**config.mk**
```make
export PLATFORM = sky130hd
export DESIGN_NAME = aiseq_top
export DESIGN_NICKNAME = d
export VERILOG_FILES = /design/src/aiseq_pkg.sv /design/src/aiseq_top.sv
export SDC_FILE = /design/constraint.sdc
export NUM_CORES = 1
export LEC_CHECK = 0
export ABC_AREA = 0
export BUFFER_PORTS_ARGS = -buffer_cell sky130_fd_sc_hd__buf_2
export CAP_MARGIN = 20
export CORE_MARGIN = 1.5
export CORE_UTILIZATION = 62
export CTS_CLUSTER_DIAMETER = 200
export DETAILED_ROUTE_END_ITERATION = 8
export GPL_TIMING_DRIVEN = 0
export HOLD_SLACK_MARGIN = 0.02
export PLACE_DENSITY = 0.85
export SETUP_SLACK_MARGIN = 0.4
export SLEW_MARGIN = 20
export SYNTH_ARGS = -nofsm -noshare
export SYNTH_HDL_FRONTEND = slang
export SYNTH_SLANG_ARGS = --single-unit
```
**constraint.sdc**
```tcl
create_clock -name mclk_in -period 12.65 [get_ports mclk_in]
set_input_delay 0.6325 -clock mclk_in [delete_from_list [all_inputs] [get_ports mclk_in]]
set_output_delay 0.6325 -clock mclk_in [all_outputs]
set_load 0.02 [all_outputs]
```
**src/aiseq_pkg.sv**
```systemverilog
/*
 * Constants for the analog-input acquisition sequencer: register offsets,
 * control and command bit positions, reset values and buffer shape.
 * Assumes a 32-bit APB register bus with byte addresses.
 */
`default_nettype none

package aiseq_pkg;
    // ========================================================
    // Buffer shape
    localparam int SAMPLE_W = 16;
    localparam int FIFO_DEPTH = 16;
    localparam int LEVEL_W = 5;

    // ========================================================
    // Register byte offsets
    localparam logic [7:0] OFS_CTRL = 8'h00;
    localparam logic [7:0] OFS_CMD = 8'h04;
    localparam logic [7:0] OFS_STATUS = 8'h08;
    localparam logic [7:0] OFS_COUNT = 8'h0c;
    localparam logic [7:0] OFS_DONE_CNT = 8'h10;
    localparam logic [7:0] OFS_DATA = 8'h14;
    localparam logic [7:0] OFS_DIVIDER = 8'h18;
    localparam logic [7:0] OFS_BLOCK = 8'h1c;

    // ========================================================
    // Control register bits
    localparam int CTRL_HW_TIMED = 0;
    localparam int CTRL_EXT_CLK = 1;
    localparam int CTRL_CONTINUOUS = 2;
    localparam int CTRL_BUFFERED = 3;
    localparam int CTRL_IRQ_XFER = 4;
    localparam int CTRL_START_EN = 5;
    localparam int CTRL_REF_EN = 6;
    localparam int CTRL_PAUSE_EN = 7;
    localparam int CTRL_W = 8;

    // Command register bits
    localparam int CMD_CONVERT = 0;
    localparam int CMD_START = 1;
    localparam int CMD_STOP = 2;
    localparam int CMD_CLR_OVF = 3;

    // Status register bits
    localparam int ST_RUNNING = 0;
    localparam int ST_ARMED = 1;
    localparam int ST_OVERFLOW = 2;
    localparam int ST_DONE = 3;
    localparam int ST_CFG_ERR = 4;
    localparam int ST_BUSY = 5;
    localparam int ST_LEVEL_LSB = 8;

    // ========================================================
    // Reset values
    localparam logic [CTRL_W-1:0] CTRL_RST = 8'h00;
    localparam logic [31:0] COUNT_RST = 32'h0000_0001;
    localparam logic [15:0] DIVIDER_RST = 16'h0027;
    localparam logic [LEVEL_W-1:0] BLOCK_RST = 5'h08;

    // Acquisition phases
    typedef enum logic [1:0] {
        AISEQ_IDLE,
        AISEQ_WAIT_START,
        AISEQ_RUN
    } aiseq_state_type;
endpackage

`default_nettype wire

```
**src/aiseq_top.sv**
```systemverilog
/*
 * Analog-input acquisition sequencer: APB register slave, on-demand and
 * paced conversion control, trigger handling, sample FIFO with overwrite
 * on overflow, and a block drain port toward DMA or interrupt service.
 * Assumes every input is synchronous to mclk_in and the converter answers
 * each start pulse with exactly one done pulse carrying its result.
 */
`default_nettype none

// ============================================================
// Sample FIFO
module aiseq_fifo #(
    parameter int WIDTH = 16,
    parameter int DEPTH = 16
) (
    input  wire logic                     clk_in,
    input  wire logic                     rstn_in,
    input  wire logic                     in_valid_in,
    output logic                          in_ready_out,
    input  wire logic [WIDTH-1:0]         in_data_in,
    output logic                          out_valid_out,
    input  wire logic                     out_ready_in,
    output logic [WIDTH-1:0]              out_data_out,
    output logic [$clog2(DEPTH):0]        level_out
);
    localparam int AW = $clog2(DEPTH);
    logic [WIDTH-1:0] mem_q [DEPTH];
    logic [AW-1:0]    wr_q;
    logic [AW-1:0]    rd_q;
    logic [AW:0]      cnt_q;
    wire              do_pop  = out_ready_in && (cnt_q != '0);
    wire              full    = (cnt_q == (AW+1)'(DEPTH));
    wire              do_push = in_valid_in && (!full || do_pop);

    assign in_ready_out  = !full;
    assign out_valid_out = (cnt_q != '0);
    assign out_data_out  = mem_q[rd_q];
    assign level_out     = cnt_q;

    // Storage has no reset; pointers and count do
    always_ff @(posedge clk_in) begin
        if (do_push) begin
            mem_q[wr_q] <= in_data_in;
        end
    end

    // Pointer and occupancy bookkeeping
    always_ff @(posedge clk_in or negedge rstn_in) begin
        if (!rstn_in) begin
            wr_q  <= '0;
            rd_q  <= '0;
            cnt_q <= '0;
        end else begin
            if (do_push) wr_q <= wr_q + 1'b1;
            if (do_pop) rd_q <= rd_q + 1'b1;
            cnt_q <= cnt_q + (AW+1)'(do_push) - (AW+1)'(do_pop);
        end
    end
endmodule

// ============================================================
// Sequencer top
module aiseq_top (
    input  wire logic                          mclk_in,
    input  wire logic                          rstn_in,
    input  wire logic                          psel_in,
    input  wire logic                          penable_in,
    input  wire logic                          pwrite_in,
    input  wire logic [7:0]                    paddr_in,
    input  wire logic [31:0]                   pwdata_in,
    output logic [31:0]                        prdata_out,
    output logic                               pready_out,
    output logic                               pslverr_out,
    output logic                               adc_start_out,
    input  wire logic                          adc_done_in,
    input  wire logic [aiseq_pkg::SAMPLE_W-1:0] adc_data_in,
    input  wire logic                          ext_pace_in,
    input  wire logic                          start_trig_in,
    input  wire logic                          ref_trig_in,
    input  wire logic                          pause_trig_in,
    output logic                               blk_valid_out,
    output logic [aiseq_pkg::SAMPLE_W-1:0]     blk_data_out,
    input  wire logic                          blk_ready_in,
    output logic                               dma_req_out,
    output logic                               xfer_irq_out,
    output logic                               overflow_out
);
    import aiseq_pkg::*;

    // ========================================================
    // Reset release
    logic rst_s1_q;
    logic rst_n_q;
    always_ff @(posedge mclk_in or negedge rstn_in) begin
        if (!rstn_in) begin
            rst_s1_q <= 1'b0;
            rst_n_q  <= 1'b0;
        end else begin
            rst_s1_q <= 1'b1;
            rst_n_q  <= rst_s1_q;
        end
    end

    // ========================================================
    // Registers and state
    logic [CTRL_W-1:0]   ctrl_q;
    logic [31:0]         count_q;
    logic [31:0]         done_cnt_q;
    logic [15:0]         div_q;
    logic [15:0]         div_cnt_q;
    logic [LEVEL_W-1:0]  block_q;
    logic                ovf_q;
    logic                done_q;
    logic                cfg_err_q;
    logic                busy_q;
    logic                ref_seen_q;
    logic                pace_d1_q;
    logic                strt_d1_q;
    logic                ref_d1_q;
    aiseq_state_type     state_q;
    logic [LEVEL_W-1:0]  level;
    logic                fifo_valid;
    logic                fifo_in_ready;
    logic [SAMPLE_W-1:0] fifo_data;

    // ========================================================
    // Bus decode: answer comes one cycle into the access phase
    wire access   = psel_in && penable_in && !pready_out;
    wire complete = psel_in && penable_in && pready_out;
    wire wr_ev    = complete && pwrite_in;
    wire rd_ev    = complete && !pwrite_in;
    wire hit_ctrl = (paddr_in == OFS_CTRL);
    wire hit_cmd  = (paddr_in == OFS_CMD);
    wire hit_stat = (paddr_in == OFS_STATUS);
    wire hit_cnt  = (paddr_in == OFS_COUNT);
    wire hit_done = (paddr_in == OFS_DONE_CNT);
    wire hit_data = (paddr_in == OFS_DATA);
    wire hit_div  = (paddr_in == OFS_DIVIDER);
    wire hit_blk  = (paddr_in == OFS_BLOCK);
    wire mapped   = hit_ctrl | hit_cmd | hit_stat | hit_cnt | hit_done
                  | hit_data | hit_div | hit_blk;
    wire cmd_wr   = wr_ev && hit_cmd;

    // Command decode
    wire cmd_convert = cmd_wr && pwdata_in[CMD_CONVERT];
    wire cmd_start   = cmd_wr && pwdata_in[CMD_START];
    wire cmd_stop    = cmd_wr && pwdata_in[CMD_STOP];
    wire cmd_clr_ovf = cmd_wr && pwdata_in[CMD_CLR_OVF];
    wire bad_cfg     = ctrl_q[CTRL_REF_EN] && ctrl_q[CTRL_CONTINUOUS];
    wire start_ok    = cmd_start && !bad_cfg && state_q == AISEQ_IDLE;
    wire buffered    = ctrl_q[CTRL_BUFFERED];

    // ========================================================
    // Pacing and trigger edges; internal pacing from the divider, the rest from digital inputs
    wire int_tick   = (div_cnt_q == div_q);
    wire ext_tick   = ext_pace_in && !pace_d1_q;
    wire pace_tick  = ctrl_q[CTRL_EXT_CLK] ? ext_tick : int_tick;
    wire start_edge = start_trig_in && !strt_d1_q;
    wire ref_edge   = ref_trig_in && !ref_d1_q;
    wire paused     = ctrl_q[CTRL_PAUSE_EN] && pause_trig_in;
    wire hw_conv    = state_q == AISEQ_RUN && ctrl_q[CTRL_HW_TIMED] && pace_tick
                    && !paused && !busy_q;
    wire sw_conv    = cmd_convert && !ctrl_q[CTRL_HW_TIMED] && !busy_q;
    wire conv_go    = hw_conv || sw_conv;

    // Finite count applies only after the reference event when enabled
    wire counting   = !ctrl_q[CTRL_REF_EN] || ref_seen_q;
    wire last_done  = adc_done_in && counting && !ctrl_q[CTRL_CONTINUOUS]
                    && state_q == AISEQ_RUN && (done_cnt_q + 32'h1 >= count_q);

    // Full FIFO on a new result: oldest sample is discarded
    wire smp_push   = adc_done_in;
    wire overwrite  = smp_push && !fifo_in_ready;
    wire take       = buffered ? blk_ready_in : (rd_ev && hit_data);
    wire out_load   = fifo_valid && (!blk_valid_out || take);
    wire fifo_pop   = out_load || overwrite;

    // ========================================================
    // Sample FIFO instance
    aiseq_fifo #(
        .WIDTH (SAMPLE_W),
        .DEPTH (FIFO_DEPTH)
    ) u_fifo (
        .clk_in        (mclk_in),
        .rstn_in       (rst_n_q),
        .in_valid_in   (smp_push),
        .in_ready_out  (fifo_in_ready),
        .in_data_in    (adc_data_in),
        .out_valid_out (fifo_valid),
        .out_ready_in  (fifo_pop),
        .out_data_out  (fifo_data),
        .level_out     (level)
    );

    // Read data selection
    wire [31:0] status_word = {16'h0000, 3'h0, level, 2'h0, busy_q, cfg_err_q,
                               done_q, ovf_q, state_q == AISEQ_WAIT_START,
                               state_q == AISEQ_RUN};
    wire [31:0] rd_mux =
          hit_ctrl ? {24'h000000, ctrl_q}
        : hit_stat ? status_word
        : hit_cnt  ? count_q
        : hit_done ? done_cnt_q
        : hit_data ? {16'h0000, blk_data_out}
        : hit_div  ? {16'h0000, div_q}
        : hit_blk  ? {27'h0000000, block_q}
        : 32'h0000_0000;

    // Block request when a whole block waits in the FIFO
    wire block_ready = buffered && state_q != AISEQ_IDLE && block_q != '0
                     && level >= block_q;

    // ========================================================
    // APB answer
    always_ff @(posedge mclk_in or negedge rst_n_q) begin
        if (!rst_n_q) begin
            pready_out  <= 1'b0;
            pslverr_out <= 1'b0;
            prdata_out  <= 32'h0000_0000;
        end else begin
            pready_out  <= access;
            pslverr_out <= access && !mapped;
            prdata_out  <= (access && !pwrite_in) ? rd_mux : 32'h0000_0000;
        end
    end

    // ========================================================
    // Configuration registers
    always_ff @(posedge mclk_in or negedge rst_n_q) begin
        if (!rst_n_q) begin
            ctrl_q  <= CTRL_RST;
            count_q <= COUNT_RST;
            div_q   <= DIVIDER_RST;
            block_q <= BLOCK_RST;
        end else if (wr_ev) begin
            if (hit_ctrl) ctrl_q <= pwdata_in[CTRL_W-1:0];
            if (hit_cnt) count_q <= pwdata_in;
            if (hit_div) div_q <= pwdata_in[15:0];
            if (hit_blk) block_q <= pwdata_in[LEVEL_W-1:0];
        end
    end

    // ========================================================
    // Acquisition sequence
    always_ff @(posedge mclk_in or negedge rst_n_q) begin
        if (!rst_n_q) begin
            state_q <= AISEQ_IDLE;
        end else if (cmd_stop || last_done) begin
            state_q <= AISEQ_IDLE;
        end else if (start_ok) begin
            state_q <= ctrl_q[CTRL_START_EN] ? AISEQ_WAIT_START : AISEQ_RUN;
        end else if (state_q == AISEQ_WAIT_START && start_edge) begin
            state_q <= AISEQ_RUN;
        end
    end

    // Sample counting, reference latch and completion
    always_ff @(posedge mclk_in or negedge rst_n_q) begin
        if (!rst_n_q) begin
            done_cnt_q <= 32'h0000_0000;
            ref_seen_q <= 1'b0;
            done_q     <= 1'b0;
        end else if (start_ok) begin
            done_cnt_q <= 32'h0000_0000;
            ref_seen_q <= 1'b0;
            done_q     <= 1'b0;
        end else begin
            if (state_q == AISEQ_RUN && ctrl_q[CTRL_REF_EN] && ref_edge)
                ref_seen_q <= 1'b1;
            if (adc_done_in && counting && state_q == AISEQ_RUN)
                done_cnt_q <= done_cnt_q + 32'h1;
            if (last_done)
                done_q <= 1'b1;
        end
    end

    // Sticky flags: a new event wins over a clear in the same cycle
    always_ff @(posedge mclk_in or negedge rst_n_q) begin
        if (!rst_n_q) begin
            ovf_q     <= 1'b0;
            cfg_err_q <= 1'b0;
        end else begin
            if (overwrite) ovf_q <= 1'b1;
            else if (cmd_clr_ovf || start_ok) ovf_q <= 1'b0;
            if (cmd_start && bad_cfg) cfg_err_q <= 1'b1;
            else if (start_ok) cfg_err_q <= 1'b0;
        end
    end

    // Converter handshake and pacing divider
    always_ff @(posedge mclk_in or negedge rst_n_q) begin
        if (!rst_n_q) begin
            adc_start_out <= 1'b0;
            busy_q        <= 1'b0;
            div_cnt_q     <= 16'h0000;
            pace_d1_q     <= 1'b0;
            strt_d1_q     <= 1'b0;
            ref_d1_q      <= 1'b0;
        end else begin
            adc_start_out <= conv_go;
            busy_q        <= conv_go ? 1'b1 : (adc_done_in ? 1'b0 : busy_q);
            div_cnt_q     <= (int_tick || state_q != AISEQ_RUN) ? 16'h0000
                                                               : div_cnt_q + 16'h1;
            pace_d1_q     <= ext_pace_in;
            strt_d1_q     <= start_trig_in;
            ref_d1_q      <= ref_trig_in;
        end
    end

    // ========================================================
    // Output stage toward the block drain or direct host read
    always_ff @(posedge mclk_in or negedge rst_n_q) begin
        if (!rst_n_q) begin
            blk_valid_out <= 1'b0;
            blk_data_out  <= '0;
            dma_req_out   <= 1'b0;
            xfer_irq_out  <= 1'b0;
            overflow_out  <= 1'b0;
        end else begin
            if (out_load) begin
                blk_valid_out <= 1'b1;
                blk_data_out  <= fifo_data;
            end else if (take) begin
                blk_valid_out <= 1'b0;
            end
            dma_req_out  <= block_ready && !ctrl_q[CTRL_IRQ_XFER];
            xfer_irq_out <= block_ready && ctrl_q[CTRL_IRQ_XFER];
            overflow_out <= overwrite || (ovf_q && !cmd_clr_ovf && !start_ok);
        end
    end
endmodule

`default_nettype wire

```
==> impl_metrics.ini <==
[worst_setup_path]
crit_path_frequent_cell = ha_1
start_kind = register
cp_slowest_stage_delay_ps = 520
crit_fanout = 8
path_class = reg -> reg
arrival_ps = 4290
worstPathCellList = ha_1 > and3_2 > nand3_2 > nor3_4 > nand3_4 > nor2_1 > xor2_1 > ha_1 > nand2_1 > nor4_1 > o221ai_1 > a21boi_0 > a41oi_1 > and3_1
crit_path_end_kind = register
critical-path-slowest-cell = nor4_1
cp.required_ps = 13100

[global_route]
grt_pass1_vias = 13307
grt_first_pass_wirelength_microns = 80500
gr-total-overflow = 0
antenna_found_initial = 4
grt_usage_pct = 33.3
grt_max_degree = 54

[power]
comb_power_share_pct = 20.9
leakage_nw = 9.15
power.internal_mw = 2.69
p_total_mw = 3.75
p_seq_share_pct = 45.7
netSwitchingPower_mw = 1.06
power_frac_clock_pct = 33.4
ir_drop_v = 0.000163
power-per-cell-area_nw_per_um2 = 166
p_sw_share_pct = 28.3

[clock_network]
insertion_delay_ps = 570
numCtsBuffers = 45
cts_tree = built
clock_path_buffers = 3
path_clk_slew_ps = 60
cts_resized = 0
cts-root-buf = clkbuf_16
h-tree-depth = 2
cts_sinks = 445

[route]
routedWlPerCell_microns = 26.5
drt-total-wl_microns = 53600
vias_per_cell = 6.51
drc_errors = 0
vias = 13167
ant_nets = 0
initialDrtViolationCount = 1541
dr.pass1.iters = 5

[hold_path]
hold_class = in -> reg

[layout]
final_nets = 1706
drive_above_1_share_pct = 25.4
multiInputGateArea_sq_um = 6890
stdcell_count = 2023
nFillCells = 2025
layout.area.seq_sq_um = 12400
fin_util_pct = 71.9
syn2layout_area_growth_pct = 14.2

[synthesis]
synth_ff_type = edfxtp_1
synth_top_area_share_pct = 38.8
async_flop_share_pct = 42.5
ys_seq_area_share_pct = 62.7
yosys_warnings = 0
synth_nets = 1519
synth.most_common_cell = edfxtp_1
synthCells = 1401
netlist_area_sq_um = 19800
yosysTopAreaCell = edfxtp_1
synth.distinct_cells = 80
synthTopCellsByArea = edfxtp_1 (39%), dfrtp_1 (23%), mux4_2 (9.1%)
synth_common_cells = edfxtp_1 (256), dfrtp_1 (183), nand2_1 (104)
syn-mean-instance-area_sq_um = 14.1
ys_ff_latch = 445
synth-edff-count = 256

[die]
io_pins = 122
die_h_microns = 182
initial_core_util_pct = 62.9
die_w_microns = 182
core-area_sq_um = 31500
num_rows = 65
die-area_sq_um = 33000

[sta]
post-route-min-period_ps = 3840
hold_violations = 0
finClkSkew_ps = 18.1
maxSlewViolCount = 0
max_freq_ghz = 0.260
setup_tns_ps = 0
fin_crit_sh_pct = 30.4
worst_pin_slew_ps = 1080
rsz0062_at_grt = no
setup_viol = 0
maxSlewHeadroom_pct = 27.8

[run_status]
status = complete, no violations

[place]
io_buffers = 121
gp_congestion = 0.981
place_hpwl_microns = 36600
dpl.cell_count = 1942

[job]
cap_violations = 0
-- routing by layer --
metal	GRT usage, %	share of wire [%]
met1	42.3	36
met3	5.88	8.8
met4	15.6	4.9
met5	0	0.062
met2	56.3	50
-- metrics by stage --
stage / hold WS (ps) / cell area (sq um) / worst slack [ps]
floorplan: 331 / 19800 / 7000
global placement: 336 / 20900 / 5060
detailed placement: 346 / 21200 / 8460
CTS: 186 / 22600 / 8890
global route: 196 / 22600 / 8640
finish: 201 / 22600 / 8810
-- power groups by stage --
stage | Sequential, mW | Combinational [mW] | Clock [mW]
final | 1.72 | 0.783 | 1.25
after global routing | 1.72 | 0.823 | 1.32
after CTS | 1.71 | 0.782 | 1.27
after detailed placement | 1.74 | 0.759 | 0
after global placement | 1.74 | 0.674 | 0
after floorplan | 1.72 | 0.486 | 0
-- layout by cell type, fill, tap and decap left out, drive strengths merged, types with 9 or more instances in the layout --
cell type  netlist  routed
mux4            80      80
xnor2           30      30
dfrtp          183     183
a21oi           46      46
nand4           11      11
o31ai           14      14
buf             32     170
inv             56      56
clkbuf          33      95
clkinv           0      13
nand3           38      38
or3              9       9
nand2          104     104
edfxtp         256     256
a22oi           37      37
o21ai          103     103
mux2            41      41
xor2            36      36
ha              50      50
nor4            10      10
a31oi           12      12
and3            16      16
nor2            94      94
nor3            19      19
-- sequential cells by signal, indices dropped and copies added (netlist names), 2 cells and up --
name	count
blk_data_out	16
u_fifo.wr_q	4
div_q	16
u_fifo.mem_q	256
prdata_out	32
ctrl_q	8
done_cnt_q	32
count_q	32
state_q	2
block_q	5
u_fifo.rd_q	4
div_cnt_q	16
u_fifo.level_out	5
-- layout make-up --
class	count	share of cell area [%]
antenna	2	0.0221
buffer	67	1.63
clock buffer	61	5.38
clock inverter	17	0.664
inverter	56	0.929
multi-input combinational	833	30.5
sequential	445	54.9
tap	402	2.22
timing repair buffer	140	3.77
-- cell families (layout without fill, tap and decap cells) --
family                   Yosys count  after routing  share of synthesized area, %
flip-flops                       445            445                          62.7
buffers and inverters            123            341                          2.92
XOR/XNOR                          66             66                          2.92
multiplexers                     127            127                          11.7
AO/OA/AOI/OAI                    248            248                          7.55
adder cells (fa/ha/maj)           51             51                          3.26
other                              1              3                        0.0189
AND/OR/NAND/NOR                  340            340                          8.90
-- critical path: cells and delay by family (launching register included) --
family	cells	cell delay, ps
AOI/OAI and AO/OA	3	580
and+or+nand+nor	8	2020
xor gates and xnor gates	1	90
DFF	1	470
adders and majority gates	2	570
-- timing repair --
item | in CTS | in global routing
buffers inserted | 0 | 0
endpoints found under the setup margin | 0 | 0
hold buffers | 1 | 0
endpoints found under the hold margin | 2 | 0
-- final timing paths --
| check | start | end | slack, ps | cells past startpoint |
|---|---|---|---|---|
| hold reg to reg | rst_s1_q | rst_n_q | 350 | 0 |
| max in group asynchronous | rst_n_q | div_q[12] | 11290 | 2 |
| setup reg to reg | done_cnt_q[0] | state_q[1] | 8810 | 14 |
| setup / recovery | done_cnt_q[0] | state_q[1] | 8810 | 14 |
| hold / removal | ref_trig_in | ref_d1_q | 200 | 1 |
| min in group asynchronous | rst_n_q | u_fifo.wr_q[1] | 380 | 0 |
No activity file was read; power rests on OpenSTA's default activity.
